**src/rtl/tag_fifo_consts.vh**
```
// Purpose: Constants for the tag FIFO, interrupt and command path
// Assumes: Included by bare name
// Notes:   Definitions only
`ifndef TAG_FIFO_CONSTS_VH
`define TAG_FIFO_CONSTS_VH
`define FIFO_DEPTH        32
`define FIFO_AW           5
`define WL_TX_LEVEL       6'h08
`define WL_RX_LEVEL       6'h18
`define SPI_MODE_FIFO     2'h2
`define SPI_MODE_CMD      2'h3
`define SPI_FIFO_LOAD     6'h00
`define SPI_FIFO_READ     6'h3f
`define CMD_DEFAULT_A     8'hc2
`define CMD_DEFAULT_B     8'hc3
`define CMD_CLEAR_A       8'hc4
`define CMD_CLEAR_B       8'hc5
`define CMD_TRANSMIT      8'hc8
`define CMD_HALT          8'hd0
`define MODE_L4           2'h0
`define MODE_L3           2'h1
`define IRQ_WL_BIT        3
`define IRQ_RXE_BIT       4
`define IRQ_TXE_BIT       5
`define IRQ_AUX_BIT       0
`define AUX_OVF_BIT       0
`define AUX_UNF_BIT       1
`define AUX_PAR_BIT       2
`endif

```
**src/rtl/tag_fifo_irq_command_ctrl.v**
```verilog
// Purpose: Serial-side FIFO, interrupt registers and direct commands of a passive tag
// Assumes: Serial pins and link clock are asynchronous and synchronised here
// Notes:   Summary of operation
// Summary of operation
// RULE1: Main register: seven sources plus aux-pending flag
// RULE2: Any event sets flag and raises irq
// RULE3: Reading a register clears it, except aux-pending
// RULE4: Aux-pending clears only on auxiliary read; code also clears it on set_default (C2/C3)
// RULE5: Irq drops once all causing flags read
// RULE6: Transmit water level at 8 bytes left
// RULE7: Receive water level at 24 bytes stored
// RULE8: Water level blocked during serial FIFO access
// RULE9: FIFO access lasts while select stays low
// RULE10: Underflow interrupt never blocked during load
// RULE11: Level met at end gives interrupt
// RULE12: Level unmet at end gives none
// RULE13: Status reports unread FIFO byte count
// RULE14: Writing into full FIFO sets overflow
// RULE15: Taking from empty FIFO sets underflow
// RULE16: Byte framing checks, strips, generates parity
// RULE17: Air b1 maps D0, bits reversed
// RULE18: Bit-stream keeps order, zero pads tail
// RULE19: C2/C3 restore power-up defaults
// RULE20: C4/C5 abort activity, empty FIFO
// RULE21: C8 transmits only in field, Level-4; code also starts it in modes 2 and 3
// RULE22: D0 halts only in field, protocol mode
// RULE23: Mode 10 code 0 loads, code 3f reads
// RULE24: Mode 11 byte is direct command
// RULE25: Bit-stream options skip parity and CRC
`timescale 1ns/1ps
`include "tag_fifo_consts.vh"
module tag_fifo_irq_command_ctrl #(
  parameter DEPTH = `FIFO_DEPTH,
  parameter AW    = `FIFO_AW
) (
  input  wire       core_clk,                 // 125 MHz clock
  input  wire       sys_rst,                  // Sync reset, active high
  input  wire       clk_en,                   // Freezes state when low
  input  wire       ss_n,                     // Slave select pin, active low
  input  wire       sclk,                     // Serial link clock pin
  input  wire       mosi,                     // Serial data in pin
  output reg        miso,                     // Serial data out
  output reg        miso_oe,                  // Serial data out enable
  output wire       irq,                      // Interrupt request
  input  wire       rd_main_irq,              // Pulse: main register read
  input  wire       rd_aux_irq,               // Pulse: auxiliary register read
  output reg  [7:0] main_irq,                 // Main interrupt register
  output reg  [7:0] aux_irq,                  // Auxiliary interrupt register
  input  wire [6:0] main_irq_event,           // Other main interrupt sources
  output wire [7:0] fifo_status1,             // Unread byte count
  output wire [7:0] fifo_status2,             // Overflow, underflow
  input  wire [1:0] proto_mode,               // Protocol mode select
  input  wire       rx_bitstream,             // Receive bit-stream option
  input  wire       tx_bitstream,             // Transmit bit-stream option
  input  wire       field_power_on_threshold, // Field supply above threshold
  input  wire [5:0] tx_byte_count,            // Bytes to transmit
  input  wire [8:0] rx_air_byte,              // Air byte, b1 at bit 0, parity at 8
  input  wire [3:0] rx_air_bits,              // Valid bits, 8 for full byte
  input  wire       rx_air_valid,             // Air byte strobe
  output wire       rx_air_ready,             // Receive path accepts
  output reg  [8:0] tx_air_byte,              // Byte with parity to framing
  output reg        tx_air_valid,             // Transmit byte strobe
  input  wire       tx_air_ready,             // Framing takes the byte
  output reg        tx_active,                // Transmission running
  output reg        enter_halt_command,       // Pulse: enter HALT
  output reg        set_default               // Pulse: registers to defaults
);
  localparam [3:0] S_IDLE = 4'h1;
  localparam [3:0] S_HEAD = 4'h2;
  localparam [3:0] S_LOAD = 4'h4;
  localparam [3:0] S_READ = 4'h8;

  function [7:0] rev8;
    input [7:0] v;
    integer k;
    begin
      for (k = 0; k < 8; k = k + 1)
        rev8[k] = v[7-k];
    end
  endfunction

  reg [2:0] ss_s;
  reg [2:0] sclk_s;
  reg [1:0] mosi_s;
  wire      ss_low   = ~ss_s[1];
  wire      ss_rise  = ss_s[1] & ~ss_s[2];
  wire      sclk_ris = sclk_s[1] & ~sclk_s[2];
  wire      sclk_fal = ~sclk_s[1] & sclk_s[2];

  always @(posedge core_clk) begin
    if (sys_rst) begin
      ss_s   <= 3'h7;
      sclk_s <= 3'h0;
      mosi_s <= 2'h0;
    end else if (clk_en) begin
      ss_s   <= {ss_s[1:0], ss_n};
      sclk_s <= {sclk_s[1:0], sclk};
      mosi_s <= {mosi_s[0], mosi};
    end
  end

  reg  [7:0]    mem [0:DEPTH-1];
  reg  [AW-1:0] wr_ptr;
  reg  [AW-1:0] rd_ptr;
  reg  [AW:0]   level;
  reg  [3:0]    state;
  reg  [7:0]    sh;
  reg  [2:0]    bitn;
  reg  [7:0]    rd_byte;
  reg           ovf;
  reg           unf;
  reg           rx_mode;
  reg  [5:0]    tx_left;
  reg           wl_prev;
  wire          fifo_busy = (state == S_LOAD) || (state == S_READ); // RULE8 RULE9
  wire          byte_done = sclk_fal && (bitn == 3'h7);
  wire [7:0]    next_sh   = {sh[6:0], mosi_s[1]};
  wire          clear_cmd = (state == S_HEAD) && byte_done && next_sh[7:6] == `SPI_MODE_CMD &&
                            ({next_sh[7:1], 1'b0} == `CMD_CLEAR_A);
  wire          full      = (level == DEPTH);
  wire          empty     = (level == 0);

  // Receive words pass the skid buffer so a busy FIFO write port stalls the framer, not drops
  wire [7:0] rx_word;
  wire [7:0] buf_data;
  wire       buf_valid;
  wire       host_wr   = (state == S_LOAD) && byte_done;
  wire       host_rd   = (state == S_READ) && byte_done;
  wire       buf_ready = ~host_wr;

  // RULE16 RULE25: byte framing drops parity, bit-stream keeps all bits, zero padded
  wire       par_ok    = rx_bitstream || (^rx_air_byte[8:0]);
  assign rx_word = rx_bitstream ? (rev8(rx_air_byte[7:0]) & ~(8'hff >> rx_air_bits)) // RULE18
                                : rx_air_byte[7:0]; // RULE17

  two_entry_buffer #(.WIDTH(8)) rx_buf (
    .core_clk  (core_clk),
    .sys_rst   (sys_rst),
    .clk_en    (clk_en),
    .flush     (clear_cmd),
    .in_data   (rx_word),
    .in_valid  (rx_air_valid && par_ok),
    .in_ready  (rx_air_ready),
    .out_data  (buf_data),
    .out_valid (buf_valid),
    .out_ready (buf_ready)
  );

  wire rx_push  = buf_valid && buf_ready;
  wire tx_pop   = tx_active && !tx_air_valid && !host_rd;
  wire do_write = host_wr || rx_push;
  wire do_read  = host_rd || tx_pop;

  always @(posedge core_clk) begin
    if (clk_en && do_write && !full)
      mem[wr_ptr] <= host_wr ? next_sh : buf_data;
  end

  // Serial frame decode and FIFO pointers
  always @(posedge core_clk) begin
    if (sys_rst) begin
      state <= S_IDLE;
      sh <= 8'h00;
      bitn <= 3'h0;
      wr_ptr <= {AW{1'b0}};
      rd_ptr <= {AW{1'b0}};
      level <= {(AW+1){1'b0}};
      ovf <= 1'b0;
      unf <= 1'b0;
      rd_byte <= 8'h00;
      miso <= 1'b0;
      miso_oe <= 1'b0;
      tx_active <= 1'b0;
      tx_left <= 6'h00;
      tx_air_valid <= 1'b0;
      tx_air_byte <= 9'h000;
      rx_mode <= 1'b0;
      enter_halt_command <= 1'b0;
      set_default <= 1'b0;
    end else if (clk_en) begin
      enter_halt_command <= 1'b0;
      set_default <= 1'b0;
      if (ss_rise || !ss_low) begin
        state <= S_IDLE; // RULE9
        bitn <= 3'h0;
        miso_oe <= 1'b0;
      end else begin
        if (state == S_IDLE)
          state <= S_HEAD;
        if (sclk_fal) begin
          sh <= next_sh;
          bitn <= bitn + 3'h1;
        end
        if (sclk_ris && state == S_READ) begin
          miso <= rd_byte[3'h7 - bitn]; // RULE17
          miso_oe <= 1'b1;
        end
      end
      if (state == S_HEAD && byte_done && ss_low) begin
        case (next_sh[7:6])
          `SPI_MODE_FIFO: begin // RULE23
            if (next_sh[5:0] == `SPI_FIFO_LOAD)
              state <= S_LOAD;
            else if (next_sh[5:0] == `SPI_FIFO_READ)
              state <= S_READ;
            else
              state <= S_HEAD;
          end
          `SPI_MODE_CMD: begin // RULE24
            if (next_sh == `CMD_DEFAULT_A || next_sh == `CMD_DEFAULT_B)
              set_default <= 1'b1; // RULE19
            if (next_sh == `CMD_TRANSMIT && field_power_on_threshold &&
                (proto_mode == `MODE_L4 || proto_mode[1])) begin // RULE21
              tx_active <= 1'b1;
              tx_left <= tx_byte_count;
              rx_mode <= 1'b0;
            end
            if (next_sh == `CMD_HALT && field_power_on_threshold && !proto_mode[1])
              enter_halt_command <= 1'b1; // RULE22
          end
          default: state <= S_HEAD;
        endcase
      end
      if (tx_air_valid && tx_air_ready)
        tx_air_valid <= 1'b0;
      if (tx_pop) begin
        if (tx_left == 6'h00)
          tx_active <= 1'b0;
        else begin
          tx_left <= tx_left - 6'h01;
          tx_air_valid <= 1'b1;
          tx_air_byte <= tx_bitstream ? {1'b0, rev8(mem[rd_ptr])} // RULE18 RULE25
                                      : {~(^mem[rd_ptr]), mem[rd_ptr]}; // RULE16 RULE17
        end
      end
      if (host_rd)
        rd_byte <= empty ? 8'h00 : mem[rd_ptr];
      else if (state == S_HEAD && byte_done && next_sh == {`SPI_MODE_FIFO, `SPI_FIFO_READ})
        rd_byte <= empty ? 8'h00 : mem[rd_ptr];
      if (rx_push)
        rx_mode <= 1'b1;
      if (do_write && full)
        ovf <= 1'b1; // RULE14
      if ((do_read && !(tx_pop && tx_left == 6'h00)) && empty)
        unf <= 1'b1; // RULE15 RULE10
      if (do_write && !full)
        wr_ptr <= wr_ptr + {{(AW-1){1'b0}}, 1'b1};
      if (do_read && !empty && !(tx_pop && tx_left == 6'h00))
        rd_ptr <= rd_ptr + {{(AW-1){1'b0}}, 1'b1};
      level <= level + {{AW{1'b0}}, (do_write && !full)}
                     - {{AW{1'b0}}, (do_read && !empty && !(tx_pop && tx_left == 6'h00))}; // RULE13
      if (clear_cmd) begin // RULE20
        wr_ptr <= {AW{1'b0}};
        rd_ptr <= {AW{1'b0}};
        level <= {(AW+1){1'b0}};
        tx_active <= 1'b0;
        tx_air_valid <= 1'b0;
        ovf <= 1'b0;
        unf <= 1'b0;
      end
      if (set_default) begin
        tx_active <= 1'b0;
        ovf <= 1'b0;
        unf <= 1'b0;
        wr_ptr <= {AW{1'b0}};
        rd_ptr <= {AW{1'b0}};
        level <= {(AW+1){1'b0}};
      end
    end
  end

  assign fifo_status1 = {{(7-AW){1'b0}}, level};
  assign fifo_status2 = {6'h00, ovf, unf};

  // Water level compares the level only while the serial side is not touching the FIFO
  wire wl_cond = tx_active ? (level <= `WL_TX_LEVEL) // RULE6
                           : (rx_mode && level >= `WL_RX_LEVEL); // RULE7
  wire wl_hit  = wl_cond && !fifo_busy && !wl_prev; // RULE8 RULE11 RULE12
  reg  ovf_d;
  reg  unf_d;
  reg  par_err;

  always @(posedge core_clk) begin
    if (sys_rst) begin
      main_irq <= 8'h00;
      aux_irq <= 8'h00;
      wl_prev <= 1'b0;
      ovf_d <= 1'b0;
      unf_d <= 1'b0;
      par_err <= 1'b0;
    end else if (clk_en) begin
      wl_prev <= fifo_busy ? 1'b0 : wl_cond;
      ovf_d <= ovf;
      unf_d <= unf;
      par_err <= rx_air_valid && rx_air_ready && !par_ok;
      // Set wins over a read in the same cycle
      main_irq[7:1] <= (rd_main_irq ? 7'h00 : main_irq[7:1]) // RULE3
                       | main_irq_event // RULE2
                       | ({6'h00, wl_hit} << (`IRQ_WL_BIT - 1)); // RULE1
      aux_irq <= (rd_aux_irq || set_default ? 8'h00 : aux_irq)
                 | {5'h00, par_err, unf & ~unf_d, ovf & ~ovf_d}; // RULE10
      if (|(aux_irq & ~{8{rd_aux_irq}}) || par_err || (unf & ~unf_d) || (ovf & ~ovf_d))
        main_irq[`IRQ_AUX_BIT] <= 1'b1; // RULE4
      else if (rd_aux_irq)
        main_irq[`IRQ_AUX_BIT] <= 1'b0;
      if (set_default)
        main_irq <= 8'h00;
    end
  end

  assign irq = |main_irq; // RULE5
endmodule

```
**src/rtl/two_entry_buffer.v**
```verilog
// Purpose: Two-entry skid buffer with valid/ready on both sides
// Assumes: Single clock, synchronous reset, clock enable
// Notes:   Full when both entries hold data; ready follows full
`timescale 1ns/1ps
module two_entry_buffer #(
  parameter WIDTH = 8
) (
  input  wire             core_clk,  // Clock
  input  wire             sys_rst,   // Sync reset
  input  wire             clk_en,    // Clock enable
  input  wire             flush,     // Drop contents
  input  wire [WIDTH-1:0] in_data,   // Fill data
  input  wire             in_valid,  // Fill valid
  output wire             in_ready,  // Room for a word
  output wire [WIDTH-1:0] out_data,  // Drain data
  output wire             out_valid, // Drain valid
  input  wire             out_ready  // Drain accepts
);
  reg [WIDTH-1:0] slot [0:1];
  reg             rd_ptr;
  reg             wr_ptr;
  reg [1:0]       count;
  wire            push;
  wire            pop;

  assign in_ready  = (count != 2'h2);
  assign out_valid = (count != 2'h0);
  assign out_data  = slot[rd_ptr];
  assign push      = in_valid && in_ready;
  assign pop       = out_valid && out_ready;

  always @(posedge core_clk) begin
    if (sys_rst || (clk_en && flush)) begin
      rd_ptr <= 1'b0;
      wr_ptr <= 1'b0;
      count  <= 2'h0;
    end else if (clk_en) begin
      if (push) begin
        slot[wr_ptr] <= in_data;
        wr_ptr       <= ~wr_ptr;
      end
      if (pop)
        rd_ptr <= ~rd_ptr;
      if (push && !pop)
        count <= count + 2'h1;
      else if (pop && !push)
        count <= count - 2'h1;
    end
  end
endmodule

```
**config.mk**
```make
export PLATFORM = sky130hd
export DESIGN_NAME = tag_fifo_irq_command_ctrl
export DESIGN_NICKNAME = d
export VERILOG_FILES = /design/src/rtl/tag_fifo_irq_command_ctrl.v /design/src/rtl/two_entry_buffer.v
export VERILOG_INCLUDE_DIRS = /design/src /design/src/rtl
export SDC_FILE = /design/constraint.sdc
export NUM_CORES = 1
export LEC_CHECK = 0
export ABC_AREA = 1
export BUFFER_PORTS_ARGS = -buffer_cell sky130_fd_sc_hd__buf_2
export CELL_PAD_IN_SITES_DETAIL_PLACEMENT = 0
export CELL_PAD_IN_SITES_GLOBAL_PLACEMENT = 1
export CORE_MARGIN = 5
export CORE_UTILIZATION = 30
export CTS_CLUSTER_SIZE = 30
export DETAILED_ROUTE_END_ITERATION = 7
export PLACE_DENSITY = 0.64
export SLEW_MARGIN = 25
export SYNTH_ARGS = -nofsm -noshare
export SYNTH_HDL_FRONTEND = slang
export SYNTH_SLANG_ARGS = --single-unit
export TNS_END_PERCENT = 20
```
**constraint.sdc**
```tcl
create_clock -name core_clk -period 4.2 [get_ports core_clk]
set_input_delay 0.42 -clock core_clk [delete_from_list [all_inputs] [get_ports core_clk]]
set_output_delay 0.42 -clock core_clk [all_outputs]
set_load 0.005 [all_outputs]
```
Yosys cells after proc, flatten, opt, wreduce, memory -nomap -nowiden

Memory sizes are Yosys's and may differ from the RTL's. A register that Yosys moved wholly into a read port is not among the register bits.
Cells that the tools add are included.

Input port bits: 41
Bits in registers: 94
Output and inout bits: 49
Memories: 2
RAM bits: 272
Word-level logic and storage cells: 258

Memories:

| memory      | depth | width | read ports | clocked after memory_dff | write ports | line                            | text |
|---|---|---|---|---|---|---|---|
| mem         | 32    | 8     | 1          | 1                        | 1           | tag_fifo_irq_command_ctrl.v:102 | `reg [7:0] mem [0:DEPTH-1];` |
| rx_buf.slot | 2     | 8     | 1          | 1                        | 1           | two_entry_buffer.v:19           | `reg [WIDTH-1:0] slot [0:1];` |

Reductions and logical operators: 95
Magnitude comparators: 3
Multiplexer cells: 77
Eq/ne operators: 16
Shifts and indexed selects: 1
$add $sub $neg: 9
Bitwise gates (word level): 24

Operators with widths:

| kind                                         | count |
|---|---|
| two-way mux 8 bit                            | 7 |
| two-way mux 1 bit                            | 42 |
| two-way mux 6 bit                            | 7 |
| equality test 8 bit (second input constant)  | 5 |
| two-way mux 5 bit                            | 8 |
| logical AND 1 bit                            | 36 |
| AND reduction 2 bit                          | 11 |
| two-way mux 4 bit                            | 5 |
| zero test 6 bit                              | 3 |
| AND 8 bit                                    | 2 |
| inverter 8 bit                               | 2 |
| nonzero test 2 bit                           | 8 |
| OR reduction 8 bit                           | 2 |
| nonzero test 3 bit                           | 5 |
| equality test 6 bit (second input constant)  | 2 |
| logical OR 1 bit                             | 12 |
| inverter 1 bit                               | 12 |
| zero test 1 bit                              | 11 |
| adder 5 x 1 -> 5 bit (second input constant) | 2 |
| two-way mux 9 bit                            | 1 |
| AND reduction 3 bit                          | 3 |
| XOR reduction 9 bit                          | 1 |
| bitwise OR 8 x 3 -> 8 bit                    | 1 |
| one-hot mux 4 bit (2 select lines)           | 1 |
| other kinds (29)                             | 36 |

Longest topological paths before layout

Gate-level depths: netlist of the first run.

Word-level depth: 14
Depth in mapped cells: 22
Mapped depth without buffers: 22

Modules after synthesis

Synthesis of the first run repeated with hierarchy kept, for this count alone.

Cells, all modules: 1671
Area, all modules: 16276.9 µm²

Modules (own cells, without submodules):

| module                    | seq. area each (µm²) | area an instance (µm²) | cells an instance | times used |
|---|---|---|---|---|
| tag_fifo_irq_command_ctrl | 9469.1               | 15418.5                | 1605              | 1 |
| two_entry_buffer          | 580.6                | 858.3                  | 66                | 1 |

Worst setup path after synthesis of the first run

OpenSTA, ideal clock, no wires.

Path type: flip-flop to flip-flop
Start point: register bitn[0]
End point: memory mem[0][7], data pin
Library setup time: 0.454 ns
Required time: 3.746 ns
Cell stages (with the launch flop): 8
Clock period less this slack: 3.026 ns
Setup slack: 1.174 ns
Arrival time: 2.571 ns
Path buffers: 1
Cells stage by stage: dfxtp_1 > ha_1 > ha_1 > inv_1 > nor2_2 > nand2_1 > clkbuf_1 > o21ai_0

Word-level cells in the longest chain between the ends: 4

Ends and longest elaborated chain:

| item                     | line                            | text |
|---|---|---|
| start: declaration       | tag_fifo_irq_command_ctrl.v:108 | `reg [2:0] bitn;` |
| start signal: assignment | tag_fifo_irq_command_ctrl.v:192 | `bitn <= bitn + 3'h1;` |
| equality test 3 bit      | tag_fifo_irq_command_ctrl.v:116 | `wire byte_done = sclk_fal && (bitn == 3'h7);` |
| logical AND 1 bit        | tag_fifo_irq_command_ctrl.v:116 |  |
| logical AND 1 bit        | tag_fifo_irq_command_ctrl.v:127 | `wire host_wr = (state == S_LOAD) && byte_done;` |
| two-way mux 8 bit        | tag_fifo_irq_command_ctrl.v:156 | `mem[wr_ptr] <= host_wr ? next_sh : buf_data;` |
| end: declaration         | tag_fifo_irq_command_ctrl.v:102 |  |

No other way between the ends.

Worst setup path in the final report of the first run

Start point: register bitn[0]
End point: register level[4]

Word-level cells in the longest chain between the ends: 11
Elaborated cells between the ends (all ways): 22
Classes of those cells: add/sub (2); eq/ne (1); mux (2); bitwise (1); reduce/logical (16)

Ends and longest elaborated chain:

| item                                                      | line                                                             | text |
|---|---|---|
| equality test 3 bit (*)                                   | tag_fifo_irq_command_ctrl.v:116                                  |  |
| logical AND 1 bit (*)                                     | tag_fifo_irq_command_ctrl.v:116                                  |  |
| logical AND 1 bit (on tied branches)                      | tag_fifo_irq_command_ctrl.v:127, tag_fifo_irq_command_ctrl.v:128 |  |
| inverter 1 bit or zero test 1 bit (tied branches)         | tag_fifo_irq_command_ctrl.v:129, tag_fifo_irq_command_ctrl.v:150 |  |
| logical AND 1 bit (on tied branches)                      | tag_fifo_irq_command_ctrl.v:149, tag_fifo_irq_command_ctrl.v:150 |  |
| logical OR 1 bit (tied with other cells)                  | tag_fifo_irq_command_ctrl.v:151                                  | `wire do_write = host_wr \|\| rx_push;` |
| logical AND 1 bit (tied with other cells)                 | tag_fifo_irq_command_ctrl.v:250                                  | `level <= level + {{AW{1'b0}}, (do_write && !full)}` |
| adder 6 x 1 -> 6 bit or logical AND 1 bit (tied branches) | tag_fifo_irq_command_ctrl.v:250, tag_fifo_irq_command_ctrl.v:251 |  |
| subtractor 6 x 1 -> 6 bit                                 | tag_fifo_irq_command_ctrl.v:251                                  | `- {{AW{1'b0}}, (do_read && !empty && !(tx_pop && tx_left == 6'h00))};` |
| two-way mux 6 bit (*)                                     | tag_fifo_irq_command_ctrl.v:252                                  | `if (clear_cmd) begin` |
| two-way mux 6 bit (*)                                     | tag_fifo_irq_command_ctrl.v:261                                  | `if (set_default) begin` |
| end signal: assignment                                    | tag_fifo_irq_command_ctrl.v:250                                  |  |
| end signal: assignment                                    | tag_fifo_irq_command_ctrl.v:255                                  | `level <= {(AW+1){1'b0}};` |
| end signal: assignment                                    | tag_fifo_irq_command_ctrl.v:267                                  | `level <= {(AW+1){1'b0}};` |
| end: declaration                                          | tag_fifo_irq_command_ctrl.v:105                                  | `reg [AW:0] level;` |

Every way passes the cells marked *; elsewhere a longest branch is shown, timed or not.
A chain may end at the register's enable or synchronous reset.

==> results of run 1 <==
[routing by layer]
layer	vias up	track usage (%)	wire length (um)
li1	5844	-	-
met1	5768	20.7	20700
met2	250	24.2	20900
met3	80	1.95	1850
met4	0	4.20	1040
met5	-	0	0
[worst register-to-register path: stages (launching register included)]
cell and delay, ns:
dfxtp_1 0.47, ha_1 0.20, ha_1 0.15, inv_1 0.05, nor2_2 0.23, nand2_1 0.15
nand3_2 0.18, nand2_1 0.11, nand2_1 0.11, inv_1 0.07, ha_1 0.28, inv_1 0.04
ha_1 0.20, fa_1 0.44, a21oi_1 0.16, nor2_1 0.06, nor2_1 0.11, xnor2_1 0.13
nand2_1 0.07, a21oi_1 0.12
[logic make-up (layout without fill, tap and decap cells)]
kind of cell / after synthesis / count (layout) / synth area share, %
compound gates: 179 / 179 / 6.40
xor+xnor: 16 / 16 / 0.865
fa+ha+maj: 25 / 25 / 1.98
buf+inv: 197 / 277 / 5.49
flops: 366 / 366 / 62.0
other cells: 1 / 13 / 0.0231
simple gates: 901 / 901 / 23.2
[stage by stage]
step	worst slack, ns	power [uW]	hold slack (ns)
floorplan	1.17	4830	0.429
global placement	0.902	5330	0.443
detailed placement	0.882	5330	0.460
CTS	0.817	9020	0.0344
global route	0.451	9260	0.0542
finish	0.786	8910	0.0596
[synthesized netlist by cell type (24+ instances only)]
library cell,n
nor2_1,95
buf_4,28
edfxtp_1,272
dfxtp_1,94
buf_2,30
inv_1,99
clkbuf_1,27
ha_1,24
a21oi_1,76
nand3_1,237
o21ai_0,52
nand2_1,534
[area by class of cell]
cell class	count	area [sq um]	area share, %
clock inverter	22	269	1.45
timing repair buffer	98	571	3.07
tap	696	871	4.68
inverter	105	395	2.12
clock buffer	52	1110	5.95
multi-input combinational	1134	5340	28.7
sequential	366	10100	54.0
[power by group through the flow]
stage | registers, uW | logic [uW] | clock network, uW
finish | 4230 | 1010 | 3670
global route | 4230 | 1120 | 3910
CTS | 4230 | 1030 | 3760
detailed placement | 4300 | 1030 | 0
global placement | 4300 | 1020 | 0
floorplan | 4290 | 539 | 0
[cells in the final DEF (no fill, tap or decap), drive strengths merged, types with 11 or more instances in the layout]
| cell type | instances |
|---|---|
| nor2 | 99 |
| o211ai | 11 |
| nand3 | 238 |
| dfxtp | 94 |
| ha | 24 |
| nand2 | 535 |
| o21ai | 56 |
| inv | 106 |
| clkinv | 14 |
| a21oi | 76 |
| conb | 13 |
| clkbuf | 52 |
| edfxtp | 272 |
| nor3 | 14 |
| buf | 98 |
[how the worst max path moves through the flow]
stage,endpoint,slack [ns]
global route,level[4],0.45
floorplan,mem[0][7],1.17
detailed placement,level[4],0.88
finish,level[4],0.79
CTS,level[4],0.82
global placement,level[4],0.90
[flip-flops by register name, summed over array words and instances (netlist names), 4 cells and up, named ones only]
signal,flops
state,4
sh,7
mem,256
wr_ptr,5
rd_ptr,5
level,6
tx_air_byte,9
rx_buf.slot,16
main_irq,8
rd_byte,8
tx_left,6
==> summary.txt, run 1 <==
Outcome
  • Status: complete, no violations

Hold path
  • Hold depth: 2
  • HP Start: tx_air_ready
  • Hold Path Class: in2reg
  • Hold endpoint: tx_air_valid

Route
  • First-pass DRT Iterations: 7
  • Iteration-0 DRC Markers: 885
  • Via density: 4.83
  • Routed len/inst: 18.0 um
  • Routed Antenna Nets: 0
  • Number of remaining DRC errors: 0
  • Routed WL: 44.4 mm
  • Via count: 11.9k

Finish
  • Filler cells: 5428
  • Cell area after layout: 18600 sq um
  • Area Overhead vs Synth: 14.9%
  • Diodes inserted: 0
  • Final instance count without filler cells: 2473
  • Fin util: 34.6%
  • Net count, final: 1812
  • Layout cells sized above 1: 10.6%

Pwr
  • Pleak: 0.00704 uW
  • NetSw: 2310 uW
  • Sw frac: 25.9%
  • Combinational Power Share: 11.3%
  • Pint: 6600 uW
  • Pwr dens: 479 nW/um^2
  • Worst vdd ir: 0.254 mV
  • Sequential power share: 47.5%
  • Clock power share: 41.3%

Setup path
  • WP data arrival: 3.90 ns
  • Worst r2r path cells: 19
  • WP buf/inv: 3
  • Crit Path Max Fanout: 10
  • Kind of critical path: reg2reg
  • Levels on crit path: 19
  • Reg2reg start: bitn[0]
  • Critical Path Start: bitn[0]
  • Req. time, crit path: 4.69 ns
  • CP cell instances: ha_1 -> ha_1 -> inv_1 -> nor2_2 -> nand2_1 -> nand3_2 -> nand2_1 -> nand2_1 -> inv_1 -> ha_1 -> inv_1 -> ha_1 -> fa_1 -> a21oi_1 -> nor2_1 -> nor2_1 -> xnor2_1 -> nand2_1 -> a21oi_1
  • CP Capture Type: flip-flop
  • FF-to-FF End: level[4]
  • Critical path launch point type: flip-flop
  • Slowest CP cell: dfxtp_1
  • Reg2Reg Setup Slack: 0.79 ns
  • Worst path top cell family by delay: adder cells
  • CP max stage delay: 0.47 ns

Clock tree
  • Root Buffer Master: clkbuf_16
  • Clk slew on worst S/H paths: 0.06 ns
  • TritonCTS Buffers: 41
  • CTS tree: done
  • Htree depth: 2
  • Clk_lat worst skew: 0.58 ns
  • Num Clock Sinks: 366
  • Postcts setup bufs: 0
  • Cts hold-fix bufs: 0
  • Post-CTS sizing: 0
  • Maximum clock path buffer count: 3

Logic synthesis
  • Synth top area share: 50.4%
  • Synth area leader: edfxtp_1
  • Yosys warns: 0
  • Cells after Synth: 1685
  • Unique masters post-synth: 44
  • FF+latch count, synth: 366
  • Async set-reset flop share out of synthesis: 0%
  • Top post-synthesis cells by area: edfxtp_1, nand2_1, dfxtp_1
  • Syn Std Cell Area: 16200 sq um
  • Top FF cell, synth: edfxtp_1
  • Post-synthesis sequential area ratio: 62.0%
  • EDFF count, synth: 272
  • Syn avg cell area: 9.61 sq um

Placed design
  • Placed Cells incl. Taps: 2399
  • GPL Wtd Cong: 0.846
  • DP HPWL: 28.4 mm
  • Placed standard-cell area: 17200 sq um
  • Port bufs: 76

GRT
  • Total gr overflow: 0
  • GRT Util Overall: 14.8%
  • Vias in the first global route: 11.7k
  • Largest net degree at the start of global routing: 83
  • First-pass GRT wire length: 69.0 mm
  • Initial antenna violation count: 0

Die
  • Die area: 58700 sq um
  • Std-Cell Rows: 85
  • Initial core utilization: 30.2%
  • Num ports: 90
  • Die Y: 242 um
  • Core Footprint: 53700 sq um
  • DIE WIDTH: 242 um

STA
  • RSZ-0062 raised after global routing: false
  • Final setup viols: 0
  • Worst Skew: 0.0234 ns
  • Setup tns final: 0 ns
  • Fmax: 293 MHz
  • Slew @ Worst Pin: 0.937 ns
  • Relative slew slack: 37.5%
  • Slew Limit Fails: 0
  • Fin. Hold Viols: 0
  • Period utilization: 81.3%
  • Shortest period the worst path allows: 3.41 ns

Flow run
  • MaxCap Viol Count: 0
Note: power is estimated with default switching activity, not from simulation.
==> run 2, diff against run 1 <==
--- a/config.mk
+++ b/config.mk
@@ -14,7 +14,7 @@
 export CORE_UTILIZATION = 30
 export CTS_CLUSTER_SIZE = 30
 export DETAILED_ROUTE_END_ITERATION = 7
-export PLACE_DENSITY = 0.64
+export PLACE_DENSITY = 0.66
 export SLEW_MARGIN = 25
 export SYNTH_ARGS = -nofsm -noshare
 export SYNTH_HDL_FRONTEND = slang
==> constraint.sdc (replaced) <==
create_clock -name core_clk -period 2.8 [get_ports core_clk]
set_input_delay 0.28 -clock core_clk [delete_from_list [all_inputs] [get_ports core_clk]]
set_output_delay 0.28 -clock core_clk [all_outputs]
set_load 0.005 [all_outputs]
==> run 2 against run 1 <==
  * Global-route usage fell by 0.66 points
  * Critical path depth did not move
  * Core utilization rose by 1.3 points
  * Combinational power rose by 54%
  * Total power rose by 47%
  * Final cell count rose by 3.2%
  * Die area did not move
  * Sequential share of layout area fell by 1.9 points
  * Clock power rose by 41%
  * First-iteration DRC count fell by 32%
  * Critical endpoint unchanged
  * Largest power group unchanged
  * Highest routed layer unchanged
==> summary.txt, run 2 (synthesis gave the netlist of run 1 again) <==
Outcome
  • Status: complete, no violations

Finish
  • Layout cells sized above 1: 14.6%
  • Biggest regs: mem (256), rx_buf.slot (16), tx_air_byte (9)
  • Area Overhead vs Synth: 19.1%
  • Fin util: 35.9%
  • Most common cell after layout, fill and taps aside: nand2_1
  • Largest reg by FF count: mem
  • Max FFs per register: 256
  • Commonest cells after routing, fill and taps aside: nand2_1, edfxtp_1, nand3_1
  • Diodes inserted: 0
  • Net count, final: 1892

Setup path
  • Kind of critical path: reg2reg
  • Slowest CP cell: dfxtp_2
  • CP Capture Type: flip-flop
  • WP data arrival: 3.22 ns
  • CP max stage delay: 0.35 ns
  • Critical path launch point type: flip-flop
  • Worst r2r path cells: 19
  • CP cell instances: ha_4 -> ha_4 -> inv_2 -> nor2_4 -> nand2_2 -> inv_2 -> nor3_2 -> nor2_1 -> inv_2 -> ha_4 -> inv_2 -> ha_4 -> fa_2 -> a21oi_2 -> nor2_1 -> nor2_1 -> xnor2_1 -> nand2_1 -> a21oi_2
  • Reg2reg start: bitn[1]
  • Req. time, crit path: 3.30 ns
  • Crit Path Max Fanout: 3
  • Worst path top cell family by delay: adder cells
  • Reg2Reg Setup Slack: 0.08 ns
  • FF-to-FF End: level[4]
  • WP buf/inv: 4

STA
  • Final setup viols: 0
  • RSZ-0062 raised after global routing: true
  • Fin. Hold Viols: 0
  • Worst Skew: 0.0276 ns
  • Slew @ Worst Pin: 0.693 ns
  • Slew Limit Fails: 0
  • Relative slew slack: 53.6%
  • Fmax: 368 MHz
  • WHS: 0.0459 ns
  • Period utilization: 97.2%
  • Shortest period the worst path allows: 2.72 ns

Clock tree
  • Maximum clock path buffer count: 3
  • Clk_lat worst skew: 0.58 ns
  • CTS tree: done
  • TritonCTS Buffers: 41
  • Htree depth: 2
  • Clk slew on worst S/H paths: 0.06 ns
  • Root Buffer Master: clkbuf_16
  • Num Clock Sinks: 366

Route
  • Routed len/inst: 16.7 um
  • Routed WL: 42.6 mm
  • Routed Antenna Nets: 0
  • Number of remaining DRC errors: 0
  • Via density: 4.72
  • Via count: 12.0k
  • Iteration-0 DRC Markers: 605
  • First-pass DRT Iterations: 5

Die
  • Core Footprint: 53700 sq um
  • Die area: 58700 sq um
  • Num ports: 90
  • Die Y: 242 um
  • DIE WIDTH: 242 um
  • Initial core utilization: 30.2%
  • Std-Cell Rows: 85

Flow run
  • MaxCap Viol Count: 0

Pwr
  • Pleak: 0.00739 uW
  • Worst vdd ir: 0.485 mV
  • Pwr dens: 677 nW/um^2

GRT
  • First-pass GRT wire length: 66.4 mm
  • Initial antenna violation count: 0
  • Total gr overflow: 0
  • Largest net degree at the start of global routing: 77
  • GRT Util Overall: 14.1%
  • Vias in the first global route: 11.7k

Placed design
  • DP HPWL: 27.9 mm
  • Port bufs: 76
  • GPL Wtd Cong: 0.830

Hold path
  • HP Start: proto_mode[1]
  • Hold Path Class: in2reg
  • Hold endpoint: enter_halt_command
  • Hold depth: 4
-- run 2: cell count changes in the layout (fill, tap and decap cells not counted), moves of 5 or more --
cell	previous run	this run
ha_1	24	19
clkinv_1	4	9
ha_4	0	5
dlygate4sd3_1	0	11
buf_4	20	86
-- run 2: through the flow --
stage                     worst slack, ns  total power, uW  instances  cell area [sq um]  TNS (ns)
after floorplan                    -0.226             7250       1697              16200    -57.84
after global placement             -0.113             7940       2467              17800    -0.156
after detailed placement           -0.182             7970       2467              17800    -0.299
after CTS                         0.00890            13200       2551              19200         0
after global routing              -0.0961            13600       2552              19300    -0.142
final                              0.0791            13100       2552              19300         0
-- run 2: worst max path at each step --
stage / from / to / depth (start not counted)
6_report: bitn[1] / level[4] / 19
5_1_grt: bitn[1] / level[5] / 22
4_1_cts: bitn[0] / level[4] / 19
3_5_place_dp: bitn[0] / level[4] / 19
3_3_place_gp: bitn[0] / level[4] / 19
2_1_floorplan: bitn[0] / mem[0][7] / 7
-- run 2: final cells by class --
cell class | instances | area, sq um
fill | 5383 | 34400
sequential | 366 | 10100
multi-input combinational | 1134 | 5440
timing repair buffer | 178 | 1240
clock buffer | 54 | 1100
tap | 696 | 871
inverter | 105 | 395
clock inverter | 19 | 190
-- run 2: what timing repair did --
action | 4_1_cts | 5_1_grt
gates resized for setup | 7 | 22
hold buffers | 11 | 0
pin swaps | 3 | 13
setup endpoints to repair | 3 | 4
endpoints found under the hold margin | 11 | 0
buffers inserted | 0 | 1
-- run 2: worst min-delay path, delay by kind of cell --
kind	cells	cell delay (ns)
AOI/OAI and AO/OA	1	0.06
and+or+nand+nor	2	0.12
buffers and inverters	1	0.11
-- run 2: routing by layer --
metal  vias up  GRT usage, %  routed length (um)
met2       238          23.6               20300
met3        72          2.50                1880
li1       6004             -                   -
met1      5721          18.9               19200
met4         0          4.28                1180
met5         -             0                   0
-- run 2: report_power, final --
| group | switching (uW) | internal, uW |
|---|---|---|
| Combinational | 1100 | 455 |
| Sequential | 82.5 | 6240 |
| Clock | 2210 | 2970 |
